**config.mk**
```make
export PLATFORM = sky130hd
export DESIGN_NAME = acd_comparator_dac_control
export DESIGN_NICKNAME = d
export VERILOG_FILES = /design/src/common/acd_pkg.sv /design/src/common/acd_edge_if.sv /design/src/verilog/acd_edge_detect.sv /design/src/verilog/acd_comparator_dac_control.sv
export SDC_FILE = /design/constraint.sdc
export NUM_CORES = 1
export LEC_CHECK = 0
export BUFFER_PORTS_ARGS = -buffer_cell sky130_fd_sc_hd__buf_4
export CAP_MARGIN = 40
export CORE_UTILIZATION = 50
export CTS_BUF_LIST = sky130_fd_sc_hd__clkbuf_4 sky130_fd_sc_hd__clkbuf_8 sky130_fd_sc_hd__clkbuf_16
export DETAILED_ROUTE_END_ITERATION = 8
export GPL_ROUTABILITY_DRIVEN = 0
export HOLD_SLACK_MARGIN = 0.12
export PLACE_DENSITY = 0.78
export SYNTH_ARGS = -nofsm -noshare
export SYNTH_HDL_FRONTEND = slang
export SYNTH_SLANG_ARGS = --single-unit
```
**constraint.sdc**
```tcl
create_clock -name clk_sys_i -period 1.8 [get_ports clk_sys_i]
set_input_delay 0 -clock clk_sys_i [delete_from_list [all_inputs] [get_ports clk_sys_i]]
set_output_delay 0 -clock clk_sys_i [all_outputs]
set_load 0.005 [all_outputs]
```
**src/common/acd_pkg.sv**
```systemverilog
// constants, register map and edge decode for the comparator and reference control
`default_nettype none
package acd_pkg;
  // register bus widths
  localparam int unsigned ADDR_W = 8;
  localparam int unsigned DATA_W = 8;
  // register offsets
  localparam logic [ADDR_W-1:0] OFS_STATUS_CTRL = 8'h00;
  localparam logic [ADDR_W-1:0] OFS_INPUT_SEL = 8'h01;
  localparam logic [ADDR_W-1:0] OFS_REF_CTRL = 8'h02;
  localparam logic [ADDR_W-1:0] OFS_PIN_EN = 8'h03;
  // status and control field positions
  localparam int unsigned CS_ENABLE_BIT = 7;
  localparam int unsigned CS_HYST_BIT = 6;
  localparam int unsigned CS_FLAG_BIT = 5;
  localparam int unsigned CS_IRQ_EN_BIT = 4;
  localparam int unsigned CS_RESULT_BIT = 3;
  localparam int unsigned CS_PIN_OUT_BIT = 2;
  localparam int unsigned CS_MODE_LSB = 0;
  localparam int unsigned MODE_W = 2;
  // input select field positions
  localparam int unsigned SEL_POS_LSB = 4;
  localparam int unsigned SEL_NEG_LSB = 0;
  localparam int unsigned SEL_W = 2;
  // reference control field positions
  localparam int unsigned REF_EN_BIT = 7;
  localparam int unsigned REF_SRC_BIT = 6;
  localparam int unsigned REF_CODE_LSB = 0;
  localparam int unsigned REF_LEVELS = 64;
  localparam int unsigned REF_CODE_W = $clog2(REF_LEVELS);
  // pin enable field
  localparam int unsigned PIN_EN_LSB = 0;
  localparam int unsigned PIN_EN_W = 3;
  // reset values
  localparam logic [DATA_W-1:0] RST_STATUS_CTRL = 8'h00;
  localparam logic [DATA_W-1:0] RST_INPUT_SEL = 8'h00;
  localparam logic [DATA_W-1:0] RST_REF_CTRL = 8'h00;
  localparam logic [DATA_W-1:0] RST_PIN_EN = 8'h00;
  // edge sensitivity codes
  localparam logic [MODE_W-1:0] MODE_FALL = 2'h0;
  localparam logic [MODE_W-1:0] MODE_RISE = 2'h1;
  localparam logic [MODE_W-1:0] MODE_FALL_ALT = 2'h2;
  localparam logic [MODE_W-1:0] MODE_BOTH = 2'h3;
  // comparator input select codes
  localparam logic [SEL_W-1:0] SEL_EXT0 = 2'h0;
  localparam logic [SEL_W-1:0] SEL_EXT1 = 2'h1;
  localparam logic [SEL_W-1:0] SEL_RSVD = 2'h2;
  localparam logic [SEL_W-1:0] SEL_REF = 2'h3;
  // reference full-scale source codes
  localparam logic REF_SRC_BANDGAP = 1'b0;
  localparam logic REF_SRC_SUPPLY = 1'b1;
  // clocks from the first sample of the raw output to a set flag
  localparam int unsigned FLAG_LAG_CLK = 2;

  // true when the transition old_v -> new_v is accepted by the mode
  function automatic logic acd_edge_ok(input logic [MODE_W-1:0] mode, input logic old_v,
                                       input logic new_v);
    case (mode)
      MODE_RISE: return !old_v && new_v;
      MODE_BOTH: return old_v != new_v;
      default: return old_v && !new_v; // fall and its alias
    endcase
  endfunction : acd_edge_ok
endpackage : acd_pkg
`default_nettype wire

```
**src/common/acd_edge_if.sv**
```systemverilog
// signals between the control core and the edge detector
`timescale 1ns/100ps
`default_nettype none
interface acd_edge_if;
  logic cmp_enable;
  logic stop_mode;
  logic irq_en;
  logic [acd_pkg::MODE_W-1:0] mode;
  logic raw;
  logic result;
  logic result_prev;
  logic edge_hit;
  logic wake;
  modport ctrl (output cmp_enable, stop_mode, irq_en, mode, raw, result, result_prev,
                input edge_hit, wake);
  modport det (input cmp_enable, stop_mode, irq_en, mode, raw, result, result_prev,
               output edge_hit, wake);
endinterface : acd_edge_if
`default_nettype wire

```
**src/verilog/acd_edge_detect.sv**
```systemverilog
// edge qualification: clocked path and clockless stop-mode wake path
`timescale 1ns/100ps
`default_nettype none
module acd_edge_detect (
  acd_edge_if.det eif
);
  import acd_pkg::*;

  // clocked path compares the two synchronised samples, only while the clock runs
  always_comb begin
    eif.edge_hit = eif.cmp_enable && !eif.stop_mode &&
                   acd_edge_ok(eif.mode, eif.result_prev, eif.result);
  end

  // stop path: raw output against the frozen sample, needs no clock edge
  always_comb begin
    eif.wake = eif.stop_mode && eif.cmp_enable && eif.irq_en &&
               acd_edge_ok(eif.mode, eif.result, eif.raw);
  end
endmodule : acd_edge_detect
`default_nettype wire

```
**src/verilog/acd_comparator_dac_control.sv**
```systemverilog
// register file, synchroniser, event flag and pin control of the comparator and reference
//
// Decided for this implementation: the address-and-strobe port and the placing of the registers.
`timescale 1ns/100ps
`default_nettype none
module acd_comparator_dac_control (
  input wire logic clk_sys_i,
  input wire logic srst_i,
  input wire logic [acd_pkg::ADDR_W-1:0] addr_i,
  input wire logic [acd_pkg::DATA_W-1:0] wdata_i,
  input wire logic wr_i,
  input wire logic rd_i,
  output logic [acd_pkg::DATA_W-1:0] rdata_o,
  input wire logic stop_mode_i,
  input wire logic raw_compare_output_i,
  output logic comparator_enable_o,
  output logic hysteresis_select_o,
  output logic [acd_pkg::SEL_W-1:0] positive_input_select_o,
  output logic [acd_pkg::SEL_W-1:0] negative_input_select_o,
  output logic [acd_pkg::PIN_EN_W-1:0] external_input_pin_enables_o,
  output logic reference_generator_enable_o,
  output logic reference_source_select_o,
  output logic [acd_pkg::REF_CODE_W-1:0] reference_level_code_o,
  output logic result_pin_o,
  output logic result_pin_oe_o,
  output logic irq_o,
  output logic wake_o
);
  import acd_pkg::*;

  // control state
  logic comparator_enable_bit;
  logic hyst_sel;
  logic edge_event_flag;
  logic edge_irq_enable;
  logic result_pin_enable;
  logic [MODE_W-1:0] edge_sensitivity_select;
  logic [SEL_W-1:0] positive_input_select;
  logic [SEL_W-1:0] negative_input_select;
  logic reference_generator_enable;
  logic reference_source_select;
  logic [REF_CODE_W-1:0] reference_level_code;
  logic [PIN_EN_W-1:0] external_input_pin_enables;
  // synchroniser stages and edge history
  logic sync_meta;
  logic synced_compare_result;
  logic result_prev;
  // flag next value and decodes
  logic next_flag;
  logic wr_status;
  logic wr_sel;
  logic wr_ref;
  logic wr_pin;
  logic flag_clear;
  logic irq_q;

  acd_edge_if u_eif ();

  // write decodes
  assign wr_status = wr_i && (addr_i == OFS_STATUS_CTRL);
  assign wr_sel = wr_i && (addr_i == OFS_INPUT_SEL);
  assign wr_ref = wr_i && (addr_i == OFS_REF_CTRL);
  assign wr_pin = wr_i && (addr_i == OFS_PIN_EN);
  assign flag_clear = wr_status && !wdata_i[CS_FLAG_BIT];

  // status and control register, flag excluded
  always_ff @(posedge clk_sys_i) begin
    if (srst_i) begin
      comparator_enable_bit <= RST_STATUS_CTRL[CS_ENABLE_BIT];
      hyst_sel <= RST_STATUS_CTRL[CS_HYST_BIT];
      edge_irq_enable <= RST_STATUS_CTRL[CS_IRQ_EN_BIT];
      result_pin_enable <= RST_STATUS_CTRL[CS_PIN_OUT_BIT];
      edge_sensitivity_select <= RST_STATUS_CTRL[CS_MODE_LSB +: MODE_W];
    end else if (wr_status) begin
      comparator_enable_bit <= wdata_i[CS_ENABLE_BIT];
      hyst_sel <= wdata_i[CS_HYST_BIT];
      edge_irq_enable <= wdata_i[CS_IRQ_EN_BIT];
      result_pin_enable <= wdata_i[CS_PIN_OUT_BIT];
      edge_sensitivity_select <= wdata_i[CS_MODE_LSB +: MODE_W];
    end
  end

  // input select register
  always_ff @(posedge clk_sys_i) begin
    if (srst_i) begin
      positive_input_select <= RST_INPUT_SEL[SEL_POS_LSB +: SEL_W];
      negative_input_select <= RST_INPUT_SEL[SEL_NEG_LSB +: SEL_W];
    end else if (wr_sel) begin
      positive_input_select <= wdata_i[SEL_POS_LSB +: SEL_W];
      negative_input_select <= wdata_i[SEL_NEG_LSB +: SEL_W];
    end
  end

  // reference generator register, independent of the comparator enable
  always_ff @(posedge clk_sys_i) begin
    if (srst_i) begin
      reference_generator_enable <= RST_REF_CTRL[REF_EN_BIT];
      reference_source_select <= RST_REF_CTRL[REF_SRC_BIT];
      reference_level_code <= RST_REF_CTRL[REF_CODE_LSB +: REF_CODE_W];
    end else if (wr_ref) begin
      reference_generator_enable <= wdata_i[REF_EN_BIT];
      reference_source_select <= wdata_i[REF_SRC_BIT];
      reference_level_code <= wdata_i[REF_CODE_LSB +: REF_CODE_W];
    end
  end

  // external pin enables
  always_ff @(posedge clk_sys_i) begin
    if (srst_i) begin
      external_input_pin_enables <= RST_PIN_EN[PIN_EN_LSB +: PIN_EN_W];
    end else if (wr_pin) begin
      external_input_pin_enables <= wdata_i[PIN_EN_LSB +: PIN_EN_W];
    end
  end

  // two-stage synchroniser plus history; holds while stopped, zero while disabled
  always_ff @(posedge clk_sys_i) begin
    if (srst_i || !comparator_enable_bit) begin
      sync_meta <= 1'b0;
      synced_compare_result <= 1'b0;
      result_prev <= 1'b0;
    end else if (!stop_mode_i) begin
      sync_meta <= raw_compare_output_i;
      synced_compare_result <= sync_meta;
      result_prev <= synced_compare_result;
    end
  end

  // connect the edge detector
  assign u_eif.cmp_enable = comparator_enable_bit;
  assign u_eif.stop_mode = stop_mode_i;
  assign u_eif.irq_en = edge_irq_enable;
  assign u_eif.mode = edge_sensitivity_select;
  assign u_eif.raw = raw_compare_output_i;
  assign u_eif.result = synced_compare_result;
  assign u_eif.result_prev = result_prev;

  acd_edge_detect acd_edge_detect_i (
    .eif (u_eif.det)
  );

  // sticky flag: a detected edge wins over a clearing write
  always_comb begin
    next_flag = edge_event_flag;
    if (u_eif.edge_hit) begin
      next_flag = 1'b1;
    end else if (flag_clear) begin
      next_flag = 1'b0;
    end
  end

  always_ff @(posedge clk_sys_i) begin
    if (srst_i) begin
      edge_event_flag <= RST_STATUS_CTRL[CS_FLAG_BIT];
    end else begin
      edge_event_flag <= next_flag;
    end
  end

  // interrupt request follows the next flag and enable in the same edge
  always_ff @(posedge clk_sys_i) begin
    if (srst_i) begin
      irq_q <= 1'b0;
    end else if (wr_status) begin
      irq_q <= next_flag && wdata_i[CS_IRQ_EN_BIT];
    end else begin
      irq_q <= next_flag && edge_irq_enable;
    end
  end

  // read data, present only in the cycle after the strobe
  always_ff @(posedge clk_sys_i) begin
    if (srst_i || !rd_i) begin
      rdata_o <= '0;
    end else begin
      case (addr_i)
        OFS_STATUS_CTRL: begin
          rdata_o <= {comparator_enable_bit, hyst_sel, edge_event_flag, edge_irq_enable,
                      synced_compare_result, result_pin_enable, edge_sensitivity_select};
        end
        OFS_INPUT_SEL: begin
          rdata_o <= {2'h0, positive_input_select, 2'h0, negative_input_select};
        end
        OFS_REF_CTRL: begin
          rdata_o <= {reference_generator_enable, reference_source_select,
                      reference_level_code};
        end
        OFS_PIN_EN: begin
          rdata_o <= {5'h00, external_input_pin_enables};
        end
        default: begin
          rdata_o <= '0;
        end
      endcase
    end
  end

  // outputs to the analog core and pads
  assign comparator_enable_o = comparator_enable_bit;
  assign hysteresis_select_o = hyst_sel;
  assign positive_input_select_o = positive_input_select;
  assign negative_input_select_o = negative_input_select;
  assign external_input_pin_enables_o = external_input_pin_enables;
  assign reference_generator_enable_o = reference_generator_enable;
  assign reference_source_select_o = reference_source_select;
  assign reference_level_code_o = reference_level_code;
  assign result_pin_o = synced_compare_result;
  assign result_pin_oe_o = result_pin_enable;
  assign irq_o = irq_q;
  assign wake_o = u_eif.wake; // clockless by nature, the clock may be stopped
endmodule : acd_comparator_dac_control
`default_nettype wire

```
After elaboration in Yosys (flattened, before gate mapping) --
Cells that the tools add are included.
Word-level totals: bits of input ports 22, bits in read-only memories 0, RAM bits 0, output and inout port bits 29, logic and storage cells 56, flip-flop bits (word level) 34, memories kept 0, latch bits 0
Operators by class: bitwise logic cells 0, add/subtract/negate cells 0, shift-type cells 0, multipliers 0, divide/modulo/power cells 0, reductions and logical operators 26, $lt $le $gt $ge 0, multiplexer cells 6, eq/ne operators 7
Operator list (number):
- one-hot mux 8 bit (4 select lines) | 1
- equality test 8 x 2 -> 1 bit, second input constant | 2
- logical AND 1 bit | 16
- equality test 8 x 1 -> 1 bit, second input constant | 1
- logical NOT 8 bit | 1
- logical NOT 1 bit | 7
- one-hot mux 1 bit (2 select lines) | 2
- two-way mux 1 bit | 3
- equality test 2 x 1 -> 1 bit, second input constant | 1
- equality test 2 bit, second input constant | 1
- logical OR 1 bit | 2
- != test 1 bit | 2

Logic depth before layout (Yosys ltp) --
depth in word-level cells 7, depth in mapped cells 5

By module --
From an unflattened synthesis, not the netlist that was laid out.
Unflattened totals: cell total of the unflattened synthesis 170, area, all modules 1705.4 µm²
Modules (own cells, without submodules):
- acd_comparator_dac_control | cells each 153, times used 1, area each 1586.5 µm²
- acd_edge_detect | cells each 17, times used 1, area each 118.9 µm²

Least setup slack after synthesis --
OpenSTA, ideal clock, no wires.
path kind input port to flip-flop, from in addr_i[7] (netlist name), to reg positive_input_select[0], in the netlist positive_input_select_o[0], data required time 1.679 ns, slack 0.350 ns, buffers on the path 1, stages on the path 4, data arrival time 1.329 ns, cell sequence or4_4 buf_6 nor4_4 mux2_4
On the way: word-level cells in the longest chain between the ends 2
Ends and longest elaborated chain:
- from (decl) | RTL line acd_comparator_dac_control.sv:9 | input wire logic [acd_pkg::ADDR_W-1:0] addr_i,
- equality test 8 x 1 -> 1 bit | RTL line acd_comparator_dac_control.sv:61 | assign wr_sel = wr_i && (addr_i == OFS_INPUT_SEL);
- logical AND 1 bit | RTL line acd_comparator_dac_control.sv:61
- to (signal assigned) | RTL line acd_comparator_dac_control.sv:86 | positive_input_select <= RST_INPUT_SEL[SEL_POS_LSB +: SEL_W];
- to (signal assigned) | RTL line acd_comparator_dac_control.sv:89 | positive_input_select <= wdata_i[SEL_POS_LSB +: SEL_W];
- to (decl) | RTL line acd_comparator_dac_control.sv:38 | logic [SEL_W-1:0] positive_input_select;
Every way passes these cells. A chain may end at the register's enable or synchronous reset.

Final worst setup path --
from in addr_i[7] (netlist name), to reg reference_level_code[5], in the netlist reference_level_code_o[5]
On the way: word-level cells in the longest chain between the ends 2
Ends and longest elaborated chain:
- equality test 8 x 2 -> 1 bit | RTL line acd_comparator_dac_control.sv:62 | assign wr_ref = wr_i && (addr_i == OFS_REF_CTRL);
- logical AND 1 bit | RTL line acd_comparator_dac_control.sv:62
- to (signal assigned) | RTL line acd_comparator_dac_control.sv:99 | reference_level_code <= RST_REF_CTRL[REF_CODE_LSB +: REF_CODE_W];
- to (signal assigned) | RTL line acd_comparator_dac_control.sv:103 | reference_level_code <= wdata_i[REF_CODE_LSB +: REF_CODE_W];
- to (decl) | RTL line acd_comparator_dac_control.sv:42 | logic [REF_CODE_W-1:0] reference_level_code;
Every way passes these cells.

==> key figures <==
Timing
  • Worst hold slack: 137 ps
  • Final setup vio count: 0
  • Final min period: 1610 ps
  • RSZ-0062 raised after global routing: no
  • Clk_skew: 11.3 ps
  • Setup_tns: 0 ps
  • Max Freq: 620 MHz
  • Final Hold Fails: 0
  • Tcrit/Tclk final: 0.897
  • Worst Max-Slew Pin Slew: 491 ps
  • Max-slew headroom: 0.672
  • Max Slew Vio Count: 0

CTS
  • Clk Latency, worst-skew pair: 350 ps
  • CTS clock-pin slew for the worst setup and hold paths: 110 ps
  • # H-tree levels: 2
  • CTS buffer count: 5
  • TritonCTS clock tree: done
  • Cts repair resizes: 0
  • Clk sinks: 34
  • Number of setup buffers added after CTS: 0
  • Root buf cell: clkbuf_4
  • Clk buf depth: 2

Floorplanning
  • Core footprint: 3080 sq um
  • Die Ht: 59.3 um
  • Initial core utilization: 0.533
  • # rows: 20
  • # IOs: 51
  • DIE WIDTH: 59.3 um
  • DIE AREA: 3520 sq um

Finish
  • Final net count: 274
  • Fill cell count: 222
  • Register area: 681 sq um
  • Share of layout cells above drive strength 1: 0.277
  • # diodes: 0
  • Area of the multi-input gates: 878 sq um
  • Synth-to-Final Area Change: 41.2%

Global routing
  • Largest net degree at the start of global routing: 21
  • Grt ovf: 0
  • Number of global-route vias before repair: 1,620
  • Initial antenna violation count: 0
  • GR Util All Layers: 0.303
  • First-pass GRT wire length: 7660 um

Route
  • Number of remaining DRC errors: 0
  • Post-Route WL: 4780 um
  • Routed wire per std cell: 16.3 um
  • Final ANT Viol Nets: 0
  • 1st-pass router iterations: 4
  • Vias post-DR: 1,731
  • Initial drt markers: 61
  • Post-DR vias/cell: 5.91

Hold path
  • Hold path cells: 3
  • HP Class: primary input to register

Power
  • Overall Power: 1.38 mW
  • PwrDens: 594 nW/um^2
  • Switching share of power: 0.251
  • Logic pwr share: 0.118
  • Switching power: 0.345 mW
  • Max VDD drop: 0.392 mV
  • Internal power: 1.03 mW
  • Seq pwr share: 0.547
  • LEAKAGE: 0.919 nW
  • Clock Power Share: 0.335

Yosys
  • YS warnings: 0
  • Post-synth EDFFs: 0
  • Post-Syn Instances: 182
  • Synthesized cell area: 1640 sq um
  • Share of the synthesized area in the top cell type: 0.415
  • Leading area contributor after synthesis: dfxtp_1
  • Synth async-reset ratio: 0
  • Ys flop type: dfxtp_1
  • Main area contributors after synthesis: dfxtp_1 41%, mux2i_1 7.9%, o31ai_1 7.8%
  • Post-synthesis sequential area ratio: 0.415
  • Syn_nets: 208
  • Top post-synthesis cells by count: 34 x dfxtp_1, 20 x nand4_1, 19 x a21oi_1
  • Netlist cell types: 37
  • Mean Syn Cell Area: 9.02 sq um
  • #FFs+latches synth: 34
  • Most instantiated library cell after synthesis: dfxtp_1

Place
  • DP HPWL: 3030 um
  • Port Buffers: 50

Setup path
  • Critical path fanouts, max: 19
  • FF-to-FF path depth: 5
  • CP endpoint kind: register
  • CP Launch Type: primary input
  • Critical Path RT: 2040 ps
  • WS Path Type: primary input to register
  • Worst path arrival time: 1850 ps

Run status
  • Status: completed

Flow run
  • Max Cap Viol: 0
routing by layer:
metal | GRT usage | wire (um)
met5 | 0 | 0
met4 | 0.156 | 129
met3 | 0.0873 | 450
met2 | 0.477 | 2250
met1 | 0.374 | 1940
path summary, 6_finish.rpt:
kind	start	to	slack, ps
setup / recovery	addr_i[7]	reference_level_code_o[5]	190
hold / removal	addr_i[1]	positive_input_select_o[0]	140
setup reg to reg	result_pin_o	irq_o	210
hold reg to reg	external_input_pin_enables_o[2]	external_input_pin_enables_o[2]	500
per-stage QoR:
step,setup WS (ps),area [sq um],util,cells
detailed placement,232,2030,0.661,263
global placement,294,2030,0.661,263
finish,186,2320,0.753,293
CTS,198,2320,0.753,293
floorplan,350,1640,-,182
global route,121,2320,0.753,293
cells by family after synthesis:
family / count (synthesis) / synth area share
DFF: 34 / 0.415
buffers and inverters: 21 / 0.0541
and+or+nand+nor: 62 / 0.219
muxes: 15 / 0.0953
AOI/OAI and AO/OA: 46 / 0.187
adders and majority gates: 4 / 0.0305
worst max-delay path, cell delays in order:
cell and delay, ps:
buf_4 120, or4_4 670, o31ai_1 360, a21oi_1 130, dlygate4sd3_1 560
power by group through the flow:
stage,logic (mW),clock network [mW],registers [mW]
after floorplan,0.0706,0,0.770
after global placement,0.126,0,0.770
after detailed placement,0.128,0,0.770
after CTS,0.157,0.470,0.753
after global routing,0.173,0.502,0.753
final,0.162,0.462,0.753
flip-flops by register name (all words and copies together) (netlist names):
register and count:
comparator_enable_o 1, edge_event_flag 1, edge_irq_enable 1, edge_sensitivity_select 2, external_input_pin_enables_o 3, hysteresis_select_o 1, irq_o 1, negative_input_select_o 2
positive_input_select_o 2, rdata_o 8, reference_generator_enable_o 1, reference_level_code_o 6, reference_source_select_o 1, result_pin_o 1, result_pin_oe_o 1, result_prev 1
sync_meta 1
placed cells by master (no fill, tap or decap), types with 2 or more instances in the layout:
cell	Yosys	routed
nand4_1	20	20
buf_4	0	54
ha_1	4	4
a21oi_1	19	19
nor3_1	3	3
mux2i_1	13	13
o31ai_1	17	17
dfxtp_1	34	34
nor2_1	9	9
clkbuf_4	0	6
nand3_1	2	2
nand2_1	11	11
a2bb2oi_1	4	4
nor2b_1	3	3
dlygate4sd3_1	0	22
inv_1	3	3
nand2b_1	4	4
final cells by class:
class	instances	share of cell area
sequential	34	0.294
inverter	4	0.00648
multi-input combinational	127	0.379
tap	44	0.0237
timing repair buffer	76	0.270
clock inverter	1	0.00216
clock buffer	7	0.0254
repair_timing:
item	CTS	global route
hold endpoints to repair	29	0
hold buffers	22	0
setup endpoints to repair	0	0
Power figures use the tool's default switching activity.
